$ cat config.mk
export PLATFORM = sky130hd
export DESIGN_NAME = fscg_top
export DESIGN_NICKNAME = d
export VERILOG_FILES = /design/src/fscg_pkg.sv /design/src/fscg_decide.sv /design/src/fscg_top.sv
export SDC_FILE = /design/constraint.sdc
export NUM_CORES = 1
export LEC_CHECK = 0
export ABC_AREA = 1
export BUFFER_PORTS_ARGS = -buffer_cell sky130_fd_sc_hd__buf_2
export CAP_MARGIN = 20
export CORE_ASPECT_RATIO = 0.6
export CORE_MARGIN = 2
export CORE_UTILIZATION = 49
export CTS_CLUSTER_DIAMETER = 30
export DETAILED_ROUTE_END_ITERATION = 10
export PLACE_DENSITY_LB_ADDON = 0.08
export SYNTH_ARGS = -nofsm -noshare
export SYNTH_HDL_FRONTEND = slang
export SYNTH_SLANG_ARGS = --single-unit
$ cat constraint.sdc
create_clock -name CLK_SYS -period 2 [get_ports CLK_SYS]
set_input_delay 0.3 -clock CLK_SYS [delete_from_list [all_inputs] [get_ports CLK_SYS]]
set_output_delay 0.3 -clock CLK_SYS [all_outputs]
set_load 0.02 [all_outputs]
$ cat src/fscg_pkg.sv
// Package for the flash security command gate: offsets, fields, codes.
package fscg_pkg;
  // Register word offsets (byte addresses)
  localparam logic [7:0] FSCG_OFF_FLAGS = 8'h00;
  localparam logic [7:0] FSCG_OFF_BOOT_END = 8'h04;
  localparam logic [7:0] FSCG_OFF_REQ = 8'h08;
  localparam logic [7:0] FSCG_OFF_STATUS = 8'h0C;
  // Security flag positions
  localparam int FSCG_BIT_CHIP_LOCK = 0;
  localparam int FSCG_BIT_BLOCK_LOCK = 1;
  localparam int FSCG_BIT_PROG_LOCK = 2;
  localparam int FSCG_BIT_BOOT_PROT = 3;
  // Widths
  localparam int FSCG_BLK_W = 8;
  // Reset values
  localparam logic [3:0] FSCG_FLAGS_RST = 4'h0;
  localparam logic [7:0] FSCG_BOOT_END_RST = 8'h00;
  // Request fields in the request register
  localparam int FSCG_REQ_START_LSB = 8;
  localparam int FSCG_REQ_END_LSB = 16;
  // Command codes
  typedef enum logic [1:0] {
    FSCG_CMD_NONE = 2'b00,
    FSCG_CMD_CHIP_ERASE = 2'b01,
    FSCG_CMD_BLOCK_ERASE = 2'b10,
    FSCG_CMD_PROGRAM = 2'b11
  } fscg_cmd_t;
  // Result codes
  localparam logic [1:0] FSCG_RES_IDLE = 2'h0;
  localparam logic [1:0] FSCG_RES_OK = 2'h1;
  localparam logic [1:0] FSCG_RES_ERR = 2'h2;
endpackage

$ cat src/fscg_decide.sv
// Combinational accept/reject decision for one flash command.
`timescale 1ns/1ps
`default_nettype none
module fscg_decide
  import fscg_pkg::*;
(
  // Command
  input wire fscg_cmd_t cmd,
  input wire logic [FSCG_BLK_W-1:0] blk_start,
  input wire logic [FSCG_BLK_W-1:0] blk_end,
  // Security state
  input wire logic [3:0] flags,
  input wire logic [FSCG_BLK_W-1:0] boot_end,
  // Verdict
  output logic accept
);
  // Range touches boot area when its low end is at or below the boot end
  wire hits_boot = (blk_start <= boot_end);
  wire chip_lock = flags[FSCG_BIT_CHIP_LOCK];
  wire block_lock = flags[FSCG_BIT_BLOCK_LOCK];
  wire prog_lock = flags[FSCG_BIT_PROG_LOCK];
  wire boot_prot = flags[FSCG_BIT_BOOT_PROT];
  wire range_ok = (blk_start <= blk_end);
  // Chip erase: only chip lock and boot protect stop it
  wire ok_chip = !chip_lock && !boot_prot;
  // Block erase: any of the first three locks stops it, boot area is shielded
  wire ok_blk = !chip_lock && !block_lock && !prog_lock && range_ok
                && !(boot_prot && hits_boot);
  // Program: stays open under chip lock, since nothing can be erased anyway
  wire ok_prog = !prog_lock && range_ok && !(boot_prot && hits_boot);
  // Select verdict by command
  assign accept = (cmd == FSCG_CMD_CHIP_ERASE) ? ok_chip :
                  (cmd == FSCG_CMD_BLOCK_ERASE) ? ok_blk :
                  (cmd == FSCG_CMD_PROGRAM) ? ok_prog : 1'b0;
endmodule // fscg_decide
`default_nettype wire

$ cat src/fscg_top.sv
// Flash security command gate with a classic Wishbone register slave.
`timescale 1ns/1ps
`default_nettype none
module fscg_top
  import fscg_pkg::*;
(
  // Clock and reset
  input wire logic CLK_SYS,
  input wire logic RST,
  // Wishbone slave
  input wire logic WB_CYC_I,
  input wire logic WB_STB_I,
  input wire logic WB_WE_I,
  input wire logic [7:0] WB_ADR_I,
  input wire logic [3:0] WB_SEL_I,
  input wire logic [31:0] WB_DAT_I,
  output logic [31:0] WB_DAT_O,
  output logic WB_ACK_O,
  // Flash operation strobe toward the flash sequencer
  output logic FLASH_GO,
  output fscg_cmd_t FLASH_CMD,
  output logic [FSCG_BLK_W-1:0] FLASH_BLK_START,
  output logic [FSCG_BLK_W-1:0] FLASH_BLK_END,
  // Result of last request
  output logic REQ_ERROR
);
  import fscg_pkg::*;

  // Registers
  logic [3:0] flags_reg; // Security flags, set-only except chip erase
  wire [3:0] flags_next; // Built bit by bit in the flag cells below
  logic [FSCG_BLK_W-1:0] boot_end_reg, boot_end_next; // Boot cluster end block
  fscg_cmd_t cmd_reg, cmd_next; // Last command
  logic [FSCG_BLK_W-1:0] start_reg, start_next; // Last range start
  logic [FSCG_BLK_W-1:0] end_reg, end_next; // Last range end
  logic [1:0] res_reg, res_next; // Last result
  logic go_reg, go_next; // One-cycle flash strobe
  logic err_reg, err_next; // Last command was refused, drives the error pin
  logic ack_reg; // Bus acknowledge
  logic [31:0] rdat_reg; // Read data

  // Address match; one helper for the write strobes and the read mux
  function automatic logic adr_hit(input logic [7:0] adr, input logic [7:0] off);
    adr_hit = (adr == off);
  endfunction

  // Bus decode
  // A request is taken once; the strobe still held in the ack cycle is ignored
  wire bus_req = WB_CYC_I && WB_STB_I && !ack_reg;
  wire wr_req = bus_req && WB_WE_I;
  wire sel_flags = adr_hit(WB_ADR_I, FSCG_OFF_FLAGS);
  wire sel_boot = adr_hit(WB_ADR_I, FSCG_OFF_BOOT_END);
  wire sel_req = adr_hit(WB_ADR_I, FSCG_OFF_REQ);
  wire sel_stat = adr_hit(WB_ADR_I, FSCG_OFF_STATUS);
  wire wr_flags = wr_req && sel_flags && WB_SEL_I[0];
  wire wr_boot = wr_req && sel_boot && WB_SEL_I[0];
  wire wr_cmd = wr_req && sel_req && (&WB_SEL_I[2:0]);

  // Request fields as written
  // Command in the low bits, start block above it, end block above that
  wire fscg_cmd_t req_cmd = fscg_cmd_t'(WB_DAT_I[1:0]);
  wire [FSCG_BLK_W-1:0] req_start = WB_DAT_I[FSCG_REQ_START_LSB +: FSCG_BLK_W];
  wire [FSCG_BLK_W-1:0] req_end = WB_DAT_I[FSCG_REQ_END_LSB +: FSCG_BLK_W];

  // Verdict from the decision module
  // It sees the flags as they stood before this edge
  logic accept;
  fscg_decide u_decide (
    .cmd(req_cmd),
    .blk_start(req_start),
    .blk_end(req_end),
    .flags(flags_reg),
    .boot_end(boot_end_reg),
    .accept(accept)
  );

  // A command write with the none code is ignored, neither accepted nor refused
  wire go_ok = wr_cmd && (req_cmd != FSCG_CMD_NONE) && accept;
  // Refused: the decision module saw a lock, a boot area hit or a start above the end
  wire go_bad = wr_cmd && (req_cmd != FSCG_CMD_NONE) && !accept;
  // Only an accepted chip erase may clear locks, never a refused one
  wire chip_erased = go_ok && (req_cmd == FSCG_CMD_CHIP_ERASE);

  // Flags: software can only set; chip erase clears block and program locks
  // Chip lock and boot protect have no clearing path, so they hold until reset
  wire [3:0] flags_set = wr_flags ? WB_DAT_I[3:0] : 4'h0;
  wire [3:0] flags_clr;
  // One cell per flag; a set in the same cycle as a clear wins
  genvar fi;
  generate
    for (fi = 0; fi < 4; fi = fi + 1) begin : g_flag
      // Only block and program locks have a clearing path
      localparam bit clearable = (fi == FSCG_BIT_BLOCK_LOCK) || (fi == FSCG_BIT_PROG_LOCK);
      assign flags_clr[fi] = clearable && chip_erased;
      assign flags_next[fi] = flags_set[fi] || (flags_reg[fi] && !flags_clr[fi]);
    end
  endgenerate

  // Boot end frozen once boot protect is on, so the area cannot shrink
  // Before protect is set the boundary may be moved freely
  assign boot_end_next = (wr_boot && !flags_reg[FSCG_BIT_BOOT_PROT]) ?
                         WB_DAT_I[FSCG_BLK_W-1:0] : boot_end_reg;

  // Rejected requests raise no strobe and leave the flash alone
  assign go_next = go_ok;
  assign cmd_next = go_ok ? req_cmd : cmd_reg;
  assign start_next = go_ok ? req_start : start_reg;
  assign end_next = go_ok ? req_end : end_reg;
  assign res_next = go_ok ? FSCG_RES_OK : (go_bad ? FSCG_RES_ERR : res_reg);

  // Read mux; unmapped addresses read zero
  // Request reads back the last accepted command, not the last one written
  wire [31:0] rd_mux = sel_flags ? {28'h000_0000, flags_reg} :
                       sel_boot ? {24'h00_0000, boot_end_reg} :
                       sel_req ? {8'h00, end_reg, start_reg, 6'h00, cmd_reg} :
                       sel_stat ? {30'h0000_0000, res_reg} : 32'h0000_0000;

  // Error level follows only command writes; reads and flag writes keep it
  assign err_next = go_ok ? 1'b0 : (go_bad ? 1'b1 : err_reg);

  // Security flags
  // Reset stands in for a fresh part: the flags are not kept across it
  always_ff @(posedge CLK_SYS) begin
    if (RST) begin
      flags_reg <= FSCG_FLAGS_RST;
    end else begin
      flags_reg <= flags_next;
    end
  end

  // Boot cluster end block
  always_ff @(posedge CLK_SYS) begin
    if (RST) begin
      boot_end_reg <= FSCG_BOOT_END_RST;
    end else begin
      boot_end_reg <= boot_end_next;
    end
  end

  // Command of the last accepted request
  always_ff @(posedge CLK_SYS) begin
    if (RST) begin
      cmd_reg <= FSCG_CMD_NONE;
    end else begin
      cmd_reg <= cmd_next;
    end
  end

  // Block range of the last accepted request
  // Held after the strobe so the sequencer may read it at its own pace
  always_ff @(posedge CLK_SYS) begin
    if (RST) begin
      start_reg <= 8'h00;
      end_reg <= 8'h00;
    end else begin
      start_reg <= start_next;
      end_reg <= end_next;
    end
  end

  // Status word and error level of the last request
  always_ff @(posedge CLK_SYS) begin
    if (RST) begin
      res_reg <= FSCG_RES_IDLE;
      err_reg <= 1'b0;
    end else begin
      res_reg <= res_next;
      err_reg <= err_next;
    end
  end

  // Start strobe, high for one cycle, in the same cycle as the ack
  always_ff @(posedge CLK_SYS) begin
    if (RST) begin
      go_reg <= 1'b0;
    end else begin
      go_reg <= go_next;
    end
  end

  // Bus answer: ack one cycle after the request, dropped next cycle
  // Gating the request with ack_reg keeps a held strobe from a second ack
  always_ff @(posedge CLK_SYS) begin
    if (RST) begin
      ack_reg <= 1'b0;
    end else begin
      ack_reg <= bus_req;
    end
  end

  // Read data captured with the ack and held until the next access
  always_ff @(posedge CLK_SYS) begin
    if (RST) begin
      rdat_reg <= 32'h0000_0000;
    end else if (bus_req) begin
      rdat_reg <= rd_mux;
    end
  end

  // Outputs straight from flops
  assign WB_ACK_O = ack_reg;
  assign WB_DAT_O = rdat_reg;
  assign FLASH_GO = go_reg;
  assign FLASH_CMD = cmd_reg;
  assign FLASH_BLK_START = start_reg;
  assign FLASH_BLK_END = end_reg;
  assign REQ_ERROR = err_reg;
endmodule // fscg_top
`default_nettype wire

==> results of run 1 <==
==> cells in the final DEF (no fill, tap or decap), types with 2 or more instances in the layout <==
cell type	count
sky130_fd_sc_hd__nor2_2	3
sky130_fd_sc_hd__nand3_1	42
sky130_fd_sc_hd__a21oi_1	35
sky130_fd_sc_hd__nand2_1	73
sky130_fd_sc_hd__o221ai_1	4
sky130_fd_sc_hd__clkbuf_8	10
sky130_fd_sc_hd__nor2_1	19
sky130_fd_sc_hd__nand2_4	2
sky130_fd_sc_hd__ha_1	16
sky130_fd_sc_hd__conb_1	8
sky130_fd_sc_hd__clkinv_1	2
sky130_fd_sc_hd__clkbuf_1	2
sky130_fd_sc_hd__buf_2	84
sky130_fd_sc_hd__nand4_1	24
sky130_fd_sc_hd__inv_1	38
sky130_fd_sc_hd__buf_4	7
sky130_fd_sc_hd__dfxtp_1	58
sky130_fd_sc_hd__o21ai_0	17
sky130_fd_sc_hd__inv_2	2
sky130_fd_sc_hd__clkinv_2	2
==> layer usage <==
layer | up-vias | wire, µm | GRT usage
li1 | 1392 | - | -
met1 | 1230 | 3619 | 0.3605
met2 | 76 | 2832 | 0.3265
met3 | 7 | 447 | 0.05369
met4 | 0 | 60 | 0.05068
met5 | - | 0 | 0
==> worst max-delay path by stage <==
stage               slack, ns  cells after the start                             to                          from
floorplan                0.42                     12        res_reg[0]$_SDFFE_PP0P_  boot_end_reg[7]$_SDFFE_PP0P_
CTS                      0.14                     11  FLASH_BLK_END[7]$_SDFFE_PP0P_  boot_end_reg[6]$_SDFFE_PP0P_
global route             0.05                     11  FLASH_BLK_END[2]$_SDFFE_PP0P_  boot_end_reg[7]$_SDFFE_PP0P_
global placement         0.09                     11        res_reg[0]$_SDFFE_PP0P_                  WB_DAT_I[15]
finish                   0.28                     14  FLASH_BLK_END[7]$_SDFFE_PP0P_  boot_end_reg[1]$_SDFFE_PP0P_
detailed placement       0.03                     11  FLASH_BLK_END[7]$_SDFFE_PP0P_                  WB_DAT_I[23]
==> layout make-up <==
cell class / count / area (µm²)
Timing Repair Buffer: 92 / 484.2
Multi-Input combinational cell: 252 / 1353
Clock inverter: 3 / 40.04
Inverter: 42 / 157.7
Sequential cell: 58 / 1161
Clock buffer: 12 / 145.1
Tap cell: 80 / 100.1
Fill cell: 517 / 2103
==> critical path: stages (launching register included) <==
cell and delay [ns]:
sky130_fd_sc_hd__dfxtp_1 0.36, sky130_fd_sc_hd__inv_1 0.06, sky130_fd_sc_hd__ha_1 0.29, sky130_fd_sc_hd__inv_1 0.04
sky130_fd_sc_hd__o21bai_1 0.12, sky130_fd_sc_hd__nand2_1 0.06, sky130_fd_sc_hd__nand2_1 0.06, sky130_fd_sc_hd__nand2_1 0.05
sky130_fd_sc_hd__nand2_1 0.05, sky130_fd_sc_hd__nand2_1 0.05, sky130_fd_sc_hd__nand2_1 0.06, sky130_fd_sc_hd__nand2_2 0.08
sky130_fd_sc_hd__nand2_4 0.19, sky130_fd_sc_hd__nand3_1 0.12, sky130_fd_sc_hd__nand2_1 0.08
==> kinds of logic (layout without fill, tap and decap cells) <==
family                     after synthesis  count (layout)
DFF                                     58              58
AOI/OAI and AO/OA                       60              60
buffers and inverters                   69             149
and+or+nand+nor                        168             168
other                                    1               8
adders and majority gates               16              16
==> power groups by stage <==
stage	clock network (W)	registers, W	logic (W)
3_3_place_gp	0	0.00119	0.000208
6_report	0.00103	0.00116	0.000215
4_1_cts	0.00104	0.00116	0.000213
5_1_grt	0.00110	0.00116	0.000243
2_1_floorplan	0	0.00120	0.000129
3_5_place_dp	0	0.00119	0.000212
==> through the flow <==
stage,setup slack (ns),utilization,hold WS (ns)
floorplan,0.4189,-,0.3782
global placement,0.08661,0.5852,0.4508
detailed placement,0.02535,0.5852,0.4517
CTS,0.1427,0.6186,0.2011
global route,0.04812,0.6206,0.2207
finish,0.2773,0.6206,0.2055
==> timing repair <==
action,CTS,global route
gates resized for setup,0,3
setup buffers,0,0
setup endpoints to repair,0,21
==> impl_metrics.xml, run 1 <==
<?xml version="1.0" encoding="UTF-8"?>
<metrics>
  <group name="outcome">
    <metric name="outcome" unit="">finished, final reports clean</metric>
  </group>
  <group name="critical_path">
    <metric name="r2r_end" unit="">FLASH_BLK_END[7]$_SDFFE_PP0P_</metric>
    <metric name="kind_of_end_point_of_the_critical_path" unit="">flip-flop</metric>
    <metric name="crit_path_start_kind" unit="">flip-flop</metric>
    <metric name="worstPathArrival" unit="ns">1.99</metric>
    <metric name="reg2reg_from" unit="">boot_end_reg[1]$_SDFFE_PP0P_</metric>
    <metric name="worst-path-max-fanout" unit="">20</metric>
    <metric name="cp_data_required_time" unit="ns">2.27</metric>
    <metric name="cells_on_worst_reg2reg_path" unit="">14</metric>
    <metric name="regToRegSetupSlack" unit="ns">0.28</metric>
    <metric name="critical_path_class" unit="">flip-flop to flip-flop</metric>
  </group>
  <group name="placed_design">
    <metric name="place.detailed.hpwl" unit="µm">5183</metric>
    <metric name="post_placement_cell_count" unit="">524</metric>
    <metric name="io_buffers" unit="">84</metric>
    <metric name="postPlaceCellArea" unit="µm²">3244</metric>
    <metric name="place.gp.congestion" unit="">0.8403</metric>
  </group>
  <group name="detailed_routing">
    <metric name="ant_nets" unit="">0</metric>
    <metric name="post_drt_wl_per_cell" unit="µm">12.91</metric>
    <metric name="total_iterations_of_the_first_detailed_routing_run" unit="">4</metric>
    <metric name="vias_per_cell" unit="">5.019</metric>
    <metric name="drc_violations_left" unit="">0</metric>
    <metric name="num_vias" unit="">2705</metric>
    <metric name="first_iteration_detailed_routing_drc_count" unit="">135</metric>
    <metric name="postRouteWirelength" unit="µm">6960</metric>
  </group>
  <group name="power">
    <metric name="power.density_cell_area" unit="nW/µm²">699.3</metric>
    <metric name="power.static_leakage" unit="nW">1.719</metric>
    <metric name="p_switching" unit="W">0.0005721</metric>
    <metric name="share_seq_of_total_power" unit="">0.484</metric>
    <metric name="totalPowerFinal" unit="W">0.002406</metric>
    <metric name="p_sw_frac" unit="">0.2378</metric>
    <metric name="power.combinational.fraction" unit="">0.089</metric>
    <metric name="vdd_ir_drop_max" unit="mV">0.4653</metric>
    <metric name="clockPowerShare" unit="">0.427</metric>
    <metric name="p_int" unit="W">0.001834</metric>
  </group>
  <group name="synthesis">
    <metric name="edff_count_synth" unit="">0</metric>
    <metric name="yosysSeqAreaShare" unit="">0.4148</metric>
    <metric name="synthSimpleGateAreaFrac" unit="">0.2816</metric>
    <metric name="synthXorXnorAreaFrac" unit="">0</metric>
    <metric name="yosys_warnings" unit="">0</metric>
    <metric name="syn_area" unit="µm²">2799</metric>
    <metric name="synth_seq_cells" unit="">58</metric>
    <metric name="synth_cell_type_count" unit="">29</metric>
    <metric name="synth_compound_gate_area_share" unit="">0.1167</metric>
    <metric name="synth_cells" unit="">372</metric>
    <metric name="post_synth_mux_area_share" unit="">0</metric>
    <metric name="synth-async-reset-ratio" unit="">0</metric>
    <metric name="yosys.area_share.adder" unit="">0.07152</metric>
    <metric name="synthMostInstantiatedCell" unit="">sky130_fd_sc_hd__nand2_1</metric>
    <metric name="synth_top_family_by_area" unit="">simple AND/OR/NAND/NOR gates</metric>
    <metric name="synth_top_cells_by_area" unit="">sky130_fd_sc_hd__dfxtp_1 (41%), sky130_fd_sc_hd__nand2_1 (9.8%), sky130_fd_sc_hd__nand3_1 (7.5%)</metric>
    <metric name="synthDominantCellAreaShare" unit="">0.4148</metric>
    <metric name="yosys.area.top_type" unit="">sky130_fd_sc_hd__dfxtp_1</metric>
    <metric name="ys_dominant_reg_cell" unit="">sky130_fd_sc_hd__dfxtp_1</metric>
    <metric name="syn-mean-instance-area" unit="µm²">7.524</metric>
    <metric name="synth_commonest_cells" unit="">sky130_fd_sc_hd__nand2_1 (73), sky130_fd_sc_hd__dfxtp_1 (58), sky130_fd_sc_hd__nand3_1 (42)</metric>
  </group>
  <group name="floorplanning">
    <metric name="die_x" unit="µm">101.6</metric>
    <metric name="placement_rows" unit="">21</metric>
    <metric name="start_util" unit="">0.5049</metric>
    <metric name="core_area" unit="µm²">5544</metric>
    <metric name="die_area" unit="µm²">6353</metric>
    <metric name="floorplan.io_pins" unit="">102</metric>
    <metric name="fp.dieH" unit="µm">62.55</metric>
  </group>
  <group name="cts">
    <metric name="cts.sink_count" unit="">58</metric>
    <metric name="cts.reportedPaths.clkPinSlew" unit="ns">0.06</metric>
    <metric name="cts.hold.buffers_added" unit="">0</metric>
    <metric name="ctsLongestPathBuffers" unit="">2</metric>
    <metric name="htreeDepth" unit="">3</metric>
    <metric name="tritoncts" unit="">done</metric>
    <metric name="tritoncts.num_buffers" unit="">9</metric>
    <metric name="clockRootBuffer" unit="">sky130_fd_sc_hd__clkbuf_8</metric>
    <metric name="insertion_delay" unit="ns">0.32</metric>
  </group>
  <group name="sta">
    <metric name="setup_tns" unit="ns">0</metric>
    <metric name="min_period_over_period" unit="">0.8613</metric>
    <metric name="finalSetupViolations" unit="">0</metric>
    <metric name="grt_setup_unrepaired" unit="">false</metric>
    <metric name="timing_worst_slew_pin_value" unit="ns">0.5151</metric>
    <metric name="finalHoldViolations" unit="">0</metric>
    <metric name="fmax" unit="GHz">0.5805</metric>
    <metric name="period_needed" unit="ns">1.723</metric>
    <metric name="skew" unit="ns">0.008717</metric>
    <metric name="slew_viol_final" unit="">0</metric>
    <metric name="relSlewSlack" unit="">0.6566</metric>
  </group>
  <group name="layout">
    <metric name="antennaDiodeCount" unit="">0</metric>
    <metric name="instances_no_fill" unit="">539</metric>
    <metric name="area_delta_synth_final" unit="%">22.93</metric>
    <metric name="drive_gt1_frac" unit="">0.2549</metric>
    <metric name="largest_register_ffs" unit="">24</metric>
    <metric name="num-nets-final" unit="">520</metric>
    <metric name="final_design_area_no_fill" unit="µm²">3441</metric>
  </group>
  <group name="grt">
    <metric name="grt_start_max_net_pins" unit="">55</metric>
    <metric name="grt_pass1_wl" unit="µm">11710</metric>
    <metric name="grt_antenna_before_repair" unit="">0</metric>
    <metric name="globalRoute.totalOverflow" unit="">0</metric>
    <metric name="grt_usage" unit="">0.2329</metric>
    <metric name="vias_in_the_first_global_route" unit="">2444</metric>
  </group>
  <group name="flow_run">
    <metric name="drv.max_cap_violation_count" unit="">0</metric>
  </group>
  <group name="hold_path">
    <metric name="timing.hold.worst_endpoint" unit="">boot_end_reg[5]$_SDFFE_PP0P_</metric>
    <metric name="worstHoldPathType" unit="">primary input to flip-flop</metric>
    <metric name="hold_depth" unit="">3</metric>
    <metric name="hold_start" unit="">WB_DAT_I[5]</metric>
  </group>
</metrics>
(Power assumes the default switching activity.)
==> run 2: changes to the inputs <==
Settings changed: CORE_ASPECT_RATIO 0.6 to not set, CTS_CLUSTER_SIZE set to 20.
==> impl_metrics.xml, run 2 (synthesized netlist as in run 1, its figures left out) <==
<?xml version="1.0" encoding="UTF-8"?>
<metrics>
  <group name="sta">
    <metric name="relSlewSlack" unit="">0.6598</metric>
    <metric name="setup_tns" unit="ns">0</metric>
    <metric name="timing_worst_slew_pin_value" unit="ns">0.5103</metric>
    <metric name="finalSetupViolations" unit="">0</metric>
    <metric name="fmax" unit="GHz">0.5766</metric>
    <metric name="skew" unit="ns">0.005780</metric>
    <metric name="grt_setup_unrepaired" unit="">false</metric>
    <metric name="period_needed" unit="ns">1.734</metric>
    <metric name="slew_viol_final" unit="">0</metric>
    <metric name="fin_ws" unit="ns">0.2658</metric>
    <metric name="finalHoldViolations" unit="">0</metric>
    <metric name="min_period_over_period" unit="">0.8671</metric>
  </group>
  <group name="cts">
    <metric name="clockRootBuffer" unit="">sky130_fd_sc_hd__clkbuf_8</metric>
    <metric name="cts_setup_buffers" unit="">0</metric>
    <metric name="insertion_delay" unit="ns">0.33</metric>
    <metric name="htreeDepth" unit="">3</metric>
    <metric name="ctsLongestPathBuffers" unit="">2</metric>
    <metric name="tritoncts.num_buffers" unit="">9</metric>
    <metric name="cts.reportedPaths.clkPinSlew" unit="ns">0.06</metric>
    <metric name="cts.hold.buffers_added" unit="">0</metric>
    <metric name="cts.sink_count" unit="">58</metric>
    <metric name="tritoncts" unit="">done</metric>
  </group>
  <group name="critical_path">
    <metric name="timing.critical_path.slowest_stage_cell" unit="">sky130_fd_sc_hd__dfxtp_1</metric>
    <metric name="worst-path-max-fanout" unit="">18</metric>
    <metric name="cells_on_worst_reg2reg_path" unit="">11</metric>
    <metric name="crit_path_start_kind" unit="">flip-flop</metric>
    <metric name="cp_data_required_time" unit="ns">2.27</metric>
    <metric name="worstPathArrival" unit="ns">2.00</metric>
    <metric name="regToRegSetupSlack" unit="ns">0.27</metric>
    <metric name="timing.critical_path.cells" unit="">inv_1 -&gt; ha_1 -&gt; nand2_1 -&gt; nor2_1 -&gt; nand4_1 -&gt; nand2_1 -&gt; nand2_1 -&gt; nand2_2 -&gt; buf_4 -&gt; nand4_1 -&gt; nand2_1</metric>
    <metric name="slowest_delay" unit="ns">0.33</metric>
    <metric name="worst_path_most_repeated_cell" unit="">sky130_fd_sc_hd__nand2_1</metric>
    <metric name="kind_of_end_point_of_the_critical_path" unit="">flip-flop</metric>
    <metric name="critical_path_class" unit="">flip-flop to flip-flop</metric>
  </group>
  <group name="power">
    <metric name="vdd_ir_drop_max" unit="mV">0.3674</metric>
    <metric name="share_seq_of_total_power" unit="">0.469</metric>
    <metric name="p_sw_frac" unit="">0.2321</metric>
    <metric name="p_int" unit="W">0.001904</metric>
    <metric name="clockPowerShare" unit="">0.445</metric>
    <metric name="p_switching" unit="W">0.0005756</metric>
    <metric name="power.combinational.fraction" unit="">0.086</metric>
    <metric name="power.static_leakage" unit="nW">1.721</metric>
    <metric name="power.density_cell_area" unit="nW/µm²">721.6</metric>
  </group>
  <group name="detailed_routing">
    <metric name="postRouteWirelength" unit="µm">6905</metric>
    <metric name="post_drt_wl_per_cell" unit="µm">13.03</metric>
    <metric name="vias_per_cell" unit="">5.134</metric>
    <metric name="total_iterations_of_the_first_detailed_routing_run" unit="">5</metric>
    <metric name="num_vias" unit="">2721</metric>
    <metric name="drc_violations_left" unit="">0</metric>
    <metric name="first_iteration_detailed_routing_drc_count" unit="">118</metric>
    <metric name="ant_nets" unit="">0</metric>
  </group>
  <group name="floorplanning">
    <metric name="placement_rows" unit="">27</metric>
    <metric name="core_area" unit="µm²">5507</metric>
    <metric name="die_x" unit="µm">79.58</metric>
    <metric name="start_util" unit="">0.5083</metric>
    <metric name="die_area" unit="µm²">6333</metric>
    <metric name="fp.dieH" unit="µm">79.58</metric>
    <metric name="floorplan.io_pins" unit="">102</metric>
  </group>
  <group name="layout">
    <metric name="layout_common_cells" unit="">sky130_fd_sc_hd__buf_2 (84), sky130_fd_sc_hd__nand2_1 (73), sky130_fd_sc_hd__dfxtp_1 (58)</metric>
    <metric name="antennaDiodeCount" unit="">0</metric>
    <metric name="drive_gt1_frac" unit="">0.2533</metric>
    <metric name="largest_register_ffs" unit="">24</metric>
    <metric name="most_common_cell_after_layout_fill_and_taps_aside" unit="">sky130_fd_sc_hd__buf_2</metric>
    <metric name="num-nets-final" unit="">519</metric>
    <metric name="area_delta_synth_final" unit="%">22.75</metric>
  </group>
  <group name="flow_run">
    <metric name="drv.max_cap_violation_count" unit="">0</metric>
  </group>
  <group name="placed_design">
    <metric name="place.detailed.hpwl" unit="µm">4983</metric>
    <metric name="place.gp.congestion" unit="">0.8424</metric>
    <metric name="dp_worst_setup_slack" unit="ns">0.1185</metric>
    <metric name="io_buffers" unit="">84</metric>
  </group>
  <group name="grt">
    <metric name="grt_pass1_wl" unit="µm">11400</metric>
    <metric name="grt_usage" unit="">0.2342</metric>
    <metric name="globalRoute.totalOverflow" unit="">0</metric>
    <metric name="vias_in_the_first_global_route" unit="">2471</metric>
    <metric name="grt_antenna_before_repair" unit="">0</metric>
    <metric name="grt_start_max_net_pins" unit="">55</metric>
  </group>
  <group name="hold_path">
    <metric name="hold_depth" unit="">3</metric>
    <metric name="worstHoldPathType" unit="">primary input to flip-flop</metric>
  </group>
  <group name="outcome">
    <metric name="outcome" unit="">finished, final reports clean</metric>
  </group>
</metrics>
[run 2: cell types whose count changed in the layout (fill, tap and decap cells not counted)]
cell,change
sky130_fd_sc_hd__clkbuf_8,+2
sky130_fd_sc_hd__buf_6,-1
sky130_fd_sc_hd__nor2_2,-1
sky130_fd_sc_hd__clkinv_2,-1
sky130_fd_sc_hd__clkbuf_1,-1
sky130_fd_sc_hd__nor2_1,+1
[run 2: path summary, 6_finish.rpt]
| check | from | end |
|---|---|---|
| setup / recovery | boot_end_reg[7]$_SDFFE_PP0P_ | FLASH_BLK_START[3]$_SDFFE_PP0P_ |
| hold / removal | WB_DAT_I[7] | boot_end_reg[7]$_SDFFE_PP0P_ |
| setup reg to reg | boot_end_reg[7]$_SDFFE_PP0P_ | FLASH_BLK_START[3]$_SDFFE_PP0P_ |
| hold reg to reg | WB_DAT_O[8]$_SDFFE_PP0P_ | WB_DAT_O[8]$_SDFFE_PP0P_ |
[run 2: stage by stage]
step	cell area (µm²)	utilization	hold slack [ns]	total power, W	std cells
floorplan	2825	-	0.3782	0.001325	379
global placement	3227	0.5860	0.4481	0.001399	515
detailed placement	3227	0.5860	0.4553	0.001402	515
CTS	3431	0.6230	0.1834	0.002502	530
global route	3436	0.6239	0.1894	0.002576	530
finish	3436	0.6239	0.1970	0.002479	530
[run 2: layout make-up]
type | count | area, µm²
fill | 540 | 2071
multi-input combinational | 252 | 1350
sequential | 58 | 1161
timing repair buffer | 91 | 473.0
clock buffer | 13 | 168.9
inverter | 42 | 157.7
tap | 72 | 90.09
clock inverter | 2 | 35.03
[run 2: what timing repair did]
item / 4_1_cts / 5_1_grt
endpoints found under the hold margin: 0 / 0
setup endpoints to repair: 0 / 1
resized for setup: 0 / 1
[run 2: layer usage]
layer	vias to the layer above	GRT usage	wire, µm
met5	-	0	0
met4	0	0.1103	121
li1	1389	-	-
met3	12	0.04638	392
met1	1239	0.2841	2940
met2	81	0.3966	3451
[run 2: worst max-delay path: cells and delay by family (launching register included)]
family,cells,cell delay [ns]
buffers and inverters,2,0.29
DFF,1,0.33
and+or+nand+nor,8,0.76
adders and majority gates,1,0.29
[run 2: power groups by stage]
stage	registers, W	clock network (W)	logic, W
floorplan	0.00120	0	0.000129
global placement	0.00119	0	0.000209
detailed placement	0.00119	0	0.000212
CTS	0.00116	0.00112	0.000214
global route	0.00116	0.00117	0.000240
finish	0.00116	0.00110	0.000213
==> run 3: changes to the inputs <==
Settings changed: CORE_UTILIZATION 49 to 50, REMOVE_ABC_BUFFERS set to 1, SYNTH_HIERARCHICAL set to 1.
==> impl_metrics.xml, run 3 <==
<?xml version="1.0" encoding="UTF-8"?>
<metrics>
  <group name="detailed_routing">
    <metric name="ant_nets" unit="">0</metric>
    <metric name="first_iteration_detailed_routing_drc_count" unit="">98</metric>
    <metric name="total_iterations_of_the_first_detailed_routing_run" unit="">4</metric>
    <metric name="drc_violations_left" unit="">0</metric>
    <metric name="postRouteWirelength" unit="µm">6553</metric>
    <metric name="num_vias" unit="">2692</metric>
    <metric name="post_drt_wl_per_cell" unit="µm">11.85</metric>
    <metric name="vias_per_cell" unit="">4.868</metric>
  </group>
  <group name="placed_design">
    <metric name="place.detailed.hpwl" unit="µm">4751</metric>
    <metric name="post_placement_cell_count" unit="">535</metric>
    <metric name="io_buffers" unit="">84</metric>
    <metric name="place.gp.congestion" unit="">0.7879</metric>
  </group>
  <group name="synthesis">
    <metric name="post_synth_mux_area_share" unit="">0</metric>
    <metric name="synth_top_family_by_area" unit="">simple AND/OR/NAND/NOR gates</metric>
    <metric name="synthDominantCellAreaShare" unit="">0.4009</metric>
    <metric name="synth_seq_cells" unit="">58</metric>
    <metric name="yosys.area.top_type" unit="">sky130_fd_sc_hd__dfxtp_1</metric>
    <metric name="synthSimpleGateAreaFrac" unit="">0.3037</metric>
    <metric name="synth_compound_gate_area_share" unit="">0.1080</metric>
    <metric name="syn_area" unit="µm²">2897</metric>
    <metric name="synth_cells" unit="">388</metric>
    <metric name="ys_dominant_reg_cell" unit="">sky130_fd_sc_hd__dfxtp_1</metric>
    <metric name="yosysSeqAreaShare" unit="">0.4009</metric>
    <metric name="synth-async-reset-ratio" unit="">0</metric>
    <metric name="yosys.area_share.adder" unit="">0.06911</metric>
    <metric name="synthMostInstantiatedCell" unit="">sky130_fd_sc_hd__nand2_1</metric>
    <metric name="synth_commonest_cells" unit="">sky130_fd_sc_hd__nand2_1 (107), sky130_fd_sc_hd__dfxtp_1 (58), sky130_fd_sc_hd__inv_1 (46)</metric>
    <metric name="edff_count_synth" unit="">0</metric>
    <metric name="synthXorXnorAreaFrac" unit="">0</metric>
    <metric name="synth_cell_type_count" unit="">32</metric>
    <metric name="yosys_warnings" unit="">6</metric>
    <metric name="syn-mean-instance-area" unit="µm²">7.465</metric>
    <metric name="synth_top_cells_by_area" unit="">sky130_fd_sc_hd__dfxtp_1 (40%), sky130_fd_sc_hd__nand2_1 (14%), sky130_fd_sc_hd__a21oi_1 (6.9%)</metric>
  </group>
  <group name="power">
    <metric name="clockPowerShare" unit="">0.438</metric>
    <metric name="share_seq_of_total_power" unit="">0.472</metric>
    <metric name="power.density_cell_area" unit="nW/µm²">689.4</metric>
    <metric name="vdd_ir_drop_max" unit="mV">0.5206</metric>
    <metric name="p_switching" unit="W">0.0006137</metric>
    <metric name="p_int" unit="W">0.001845</metric>
    <metric name="power.combinational.fraction" unit="">0.090</metric>
    <metric name="p_sw_frac" unit="">0.2496</metric>
    <metric name="power.static_leakage" unit="nW">1.783</metric>
  </group>
  <group name="critical_path">
    <metric name="cp_data_required_time" unit="ns">2.22</metric>
    <metric name="worstPathArrival" unit="ns">2.05</metric>
    <metric name="worst-path-max-fanout" unit="">3</metric>
    <metric name="critical_path_class" unit="">flip-flop to flip-flop</metric>
    <metric name="cells_on_worst_reg2reg_path" unit="">14</metric>
    <metric name="kind_of_end_point_of_the_critical_path" unit="">flip-flop</metric>
    <metric name="crit_path_start_kind" unit="">flip-flop</metric>
  </group>
  <group name="layout">
    <metric name="largest_register_ffs" unit="">24</metric>
    <metric name="num-nets-final" unit="">541</metric>
    <metric name="most_common_cell_after_layout_fill_and_taps_aside" unit="">sky130_fd_sc_hd__nand2_1</metric>
    <metric name="drive_gt1_frac" unit="">0.2869</metric>
    <metric name="layout_common_cells" unit="">sky130_fd_sc_hd__nand2_1 (106), sky130_fd_sc_hd__buf_2 (84), sky130_fd_sc_hd__dfxtp_1 (56)</metric>
    <metric name="area_delta_synth_final" unit="%">23.11</metric>
    <metric name="instances_no_fill" unit="">553</metric>
    <metric name="antennaDiodeCount" unit="">0</metric>
  </group>
  <group name="grt">
    <metric name="grt_usage" unit="">0.2139</metric>
    <metric name="vias_in_the_first_global_route" unit="">2441</metric>
    <metric name="grt_pass1_wl" unit="µm">10700</metric>
    <metric name="globalRoute.totalOverflow" unit="">0</metric>
    <metric name="grt_antenna_before_repair" unit="">0</metric>
    <metric name="grt_start_max_net_pins" unit="">36</metric>
  </group>
  <group name="cts">
    <metric name="tritoncts.num_buffers" unit="">9</metric>
    <metric name="insertion_delay" unit="ns">0.34</metric>
    <metric name="tritoncts" unit="">done</metric>
    <metric name="cts.hold.buffers_added" unit="">0</metric>
    <metric name="cts.sink_count" unit="">58</metric>
    <metric name="clockRootBuffer" unit="">sky130_fd_sc_hd__clkbuf_8</metric>
    <metric name="ctsLongestPathBuffers" unit="">2</metric>
    <metric name="cts.reportedPaths.clkPinSlew" unit="ns">0.07</metric>
    <metric name="htreeDepth" unit="">3</metric>
  </group>
  <group name="sta">
    <metric name="min_period_over_period" unit="">0.9170</metric>
    <metric name="period_needed" unit="ns">1.834</metric>
    <metric name="slew_viol_final" unit="">0</metric>
    <metric name="skew" unit="ns">0.01081</metric>
    <metric name="setup_tns" unit="ns">0</metric>
    <metric name="fmax" unit="GHz">0.5453</metric>
    <metric name="timing_worst_slew_pin_value" unit="ns">0.5019</metric>
    <metric name="relSlewSlack" unit="">0.6628</metric>
    <metric name="finalHoldViolations" unit="">0</metric>
    <metric name="finalSetupViolations" unit="">0</metric>
  </group>
  <group name="floorplanning">
    <metric name="placement_rows" unit="">27</metric>
    <metric name="core_area" unit="µm²">5540</metric>
    <metric name="die_area" unit="µm²">6418</metric>
    <metric name="start_util" unit="">0.5228</metric>
    <metric name="fp.dieH" unit="µm">80.11</metric>
    <metric name="die_x" unit="µm">80.11</metric>
    <metric name="floorplan.io_pins" unit="">102</metric>
  </group>
  <group name="hold_path">
    <metric name="worstHoldPathType" unit="">primary input to flip-flop</metric>
    <metric name="hold_depth" unit="">3</metric>
  </group>
  <group name="outcome">
    <metric name="outcome" unit="">finished, final reports clean</metric>
  </group>
  <group name="flow_run">
    <metric name="drv.max_cap_violation_count" unit="">0</metric>
  </group>
</metrics>
run 3: changes by cell type in the layout (fill, tap and decap cells not counted), sizes merged, moves of 2 or more:
cell / before / now
a21oi: 36 / 40
inv: 40 / 51
nand2: 76 / 120
nand3: 43 / 37
nand4: 24 / 3
nor2: 23 / 21
o2111ai: 0 / 2
o211ai: 0 / 2
o21ai: 17 / 11
o221ai: 4 / 0
run 3: kinds of logic (layout without fill, tap and decap cells):
logic type / Yosys count / count (layout)
compound gates: 58 / 58
simple gates: 182 / 182
other cells: 1 / 8
buf+inv: 73 / 159
fa+ha+maj: 16 / 16
flops: 58 / 58
run 3: metrics by stage:
step / hold WS [ns] / cell area, µm² / utilization / worst slack [ns] / power [W]
global placement: 0.4483 / 3327 / 0.6005 / -0.003034 / 0.001402
floorplan: 0.3691 / 2779 / - / 0.2610 / 0.001307
CTS: 0.1624 / 3523 / 0.6360 / 0.07580 / 0.002473
detailed placement: 0.4520 / 3327 / 0.6005 / -0.02611 / 0.001405
global route: 0.1717 / 3566 / 0.6436 / -0.001656 / 0.002553
finish: 0.1764 / 3566 / 0.6436 / 0.1660 / 0.002458
run 3: metal layers:
metal  track usage  vias to the layer above  part of all wire
li1              -                     1401                 -
met5             0                        -                 0
met1        0.2707                     1207              0.46
met2        0.3483                       73              0.48
met3       0.04270                       11             0.051
met4        0.1017                        0             0.018
run 3: worst max-delay path, stage by stage (launching register included):
cell and delay (ns):
sky130_fd_sc_hd__dfxtp_1 0.36, sky130_fd_sc_hd__inv_1 0.05, sky130_fd_sc_hd__ha_1 0.28, sky130_fd_sc_hd__a21oi_1 0.16
sky130_fd_sc_hd__o21a_1 0.13, sky130_fd_sc_hd__nand2_1 0.04, sky130_fd_sc_hd__nand2_1 0.05, sky130_fd_sc_hd__nand2_1 0.04
sky130_fd_sc_hd__nand2_1 0.08, sky130_fd_sc_hd__nand2_2 0.08, sky130_fd_sc_hd__nand2_4 0.13, sky130_fd_sc_hd__buf_4 0.13
sky130_fd_sc_hd__inv_2 0.03, sky130_fd_sc_hd__nand2_1 0.06, sky130_fd_sc_hd__o21ai_0 0.09
run 3: power groups by stage:
stage               logic (W)  registers [W]  clock network (W)
global route         0.000248        0.00116            0.00114
finish               0.000221        0.00116            0.00108
CTS                  0.000219        0.00116            0.00109
detailed placement   0.000218        0.00119                  0
floorplan            0.000117        0.00119                  0
global placement     0.000216        0.00119                  0
run 3: what timing repair did:
item | 4_1_cts | 5_1_grt
endpoints found under the setup margin | 0 | 19
buffers inserted | 0 | 2
gates resized for setup | 0 | 6
run 3: final cells by class:
| type | instances | area [µm²] |
|---|---|---|
| Sequential cell | 58 | 1164 |
| Inverter | 52 | 195.2 |
| Tap cell | 72 | 90.09 |
| Multi-Input combinational cell | 264 | 1428 |
| Fill cell | 535 | 1974 |
| Clock inverter | 4 | 51.30 |
| Clock buffer | 12 | 145.1 |
| Timing Repair Buffer | 91 | 493.0 |
run 3: path summary, 6_finish.rpt:
path | from | end | slack (ns)
worst max register to register | boot_end_reg[5]$_SDFFE_PP0P_ | res_reg[0]$_SDFFE_PP0P_ | 0.17
worst max-delay path | boot_end_reg[5]$_SDFFE_PP0P_ | res_reg[0]$_SDFFE_PP0P_ | 0.17
worst min register to register | boot_end_reg[3]$_SDFFE_PP0P_ | boot_end_reg[3]$_SDFFE_PP0P_ | 0.45
worst min-delay path | WB_DAT_I[21] | FLASH_BLK_END[5]$_SDFFE_PP0P_ | 0.18
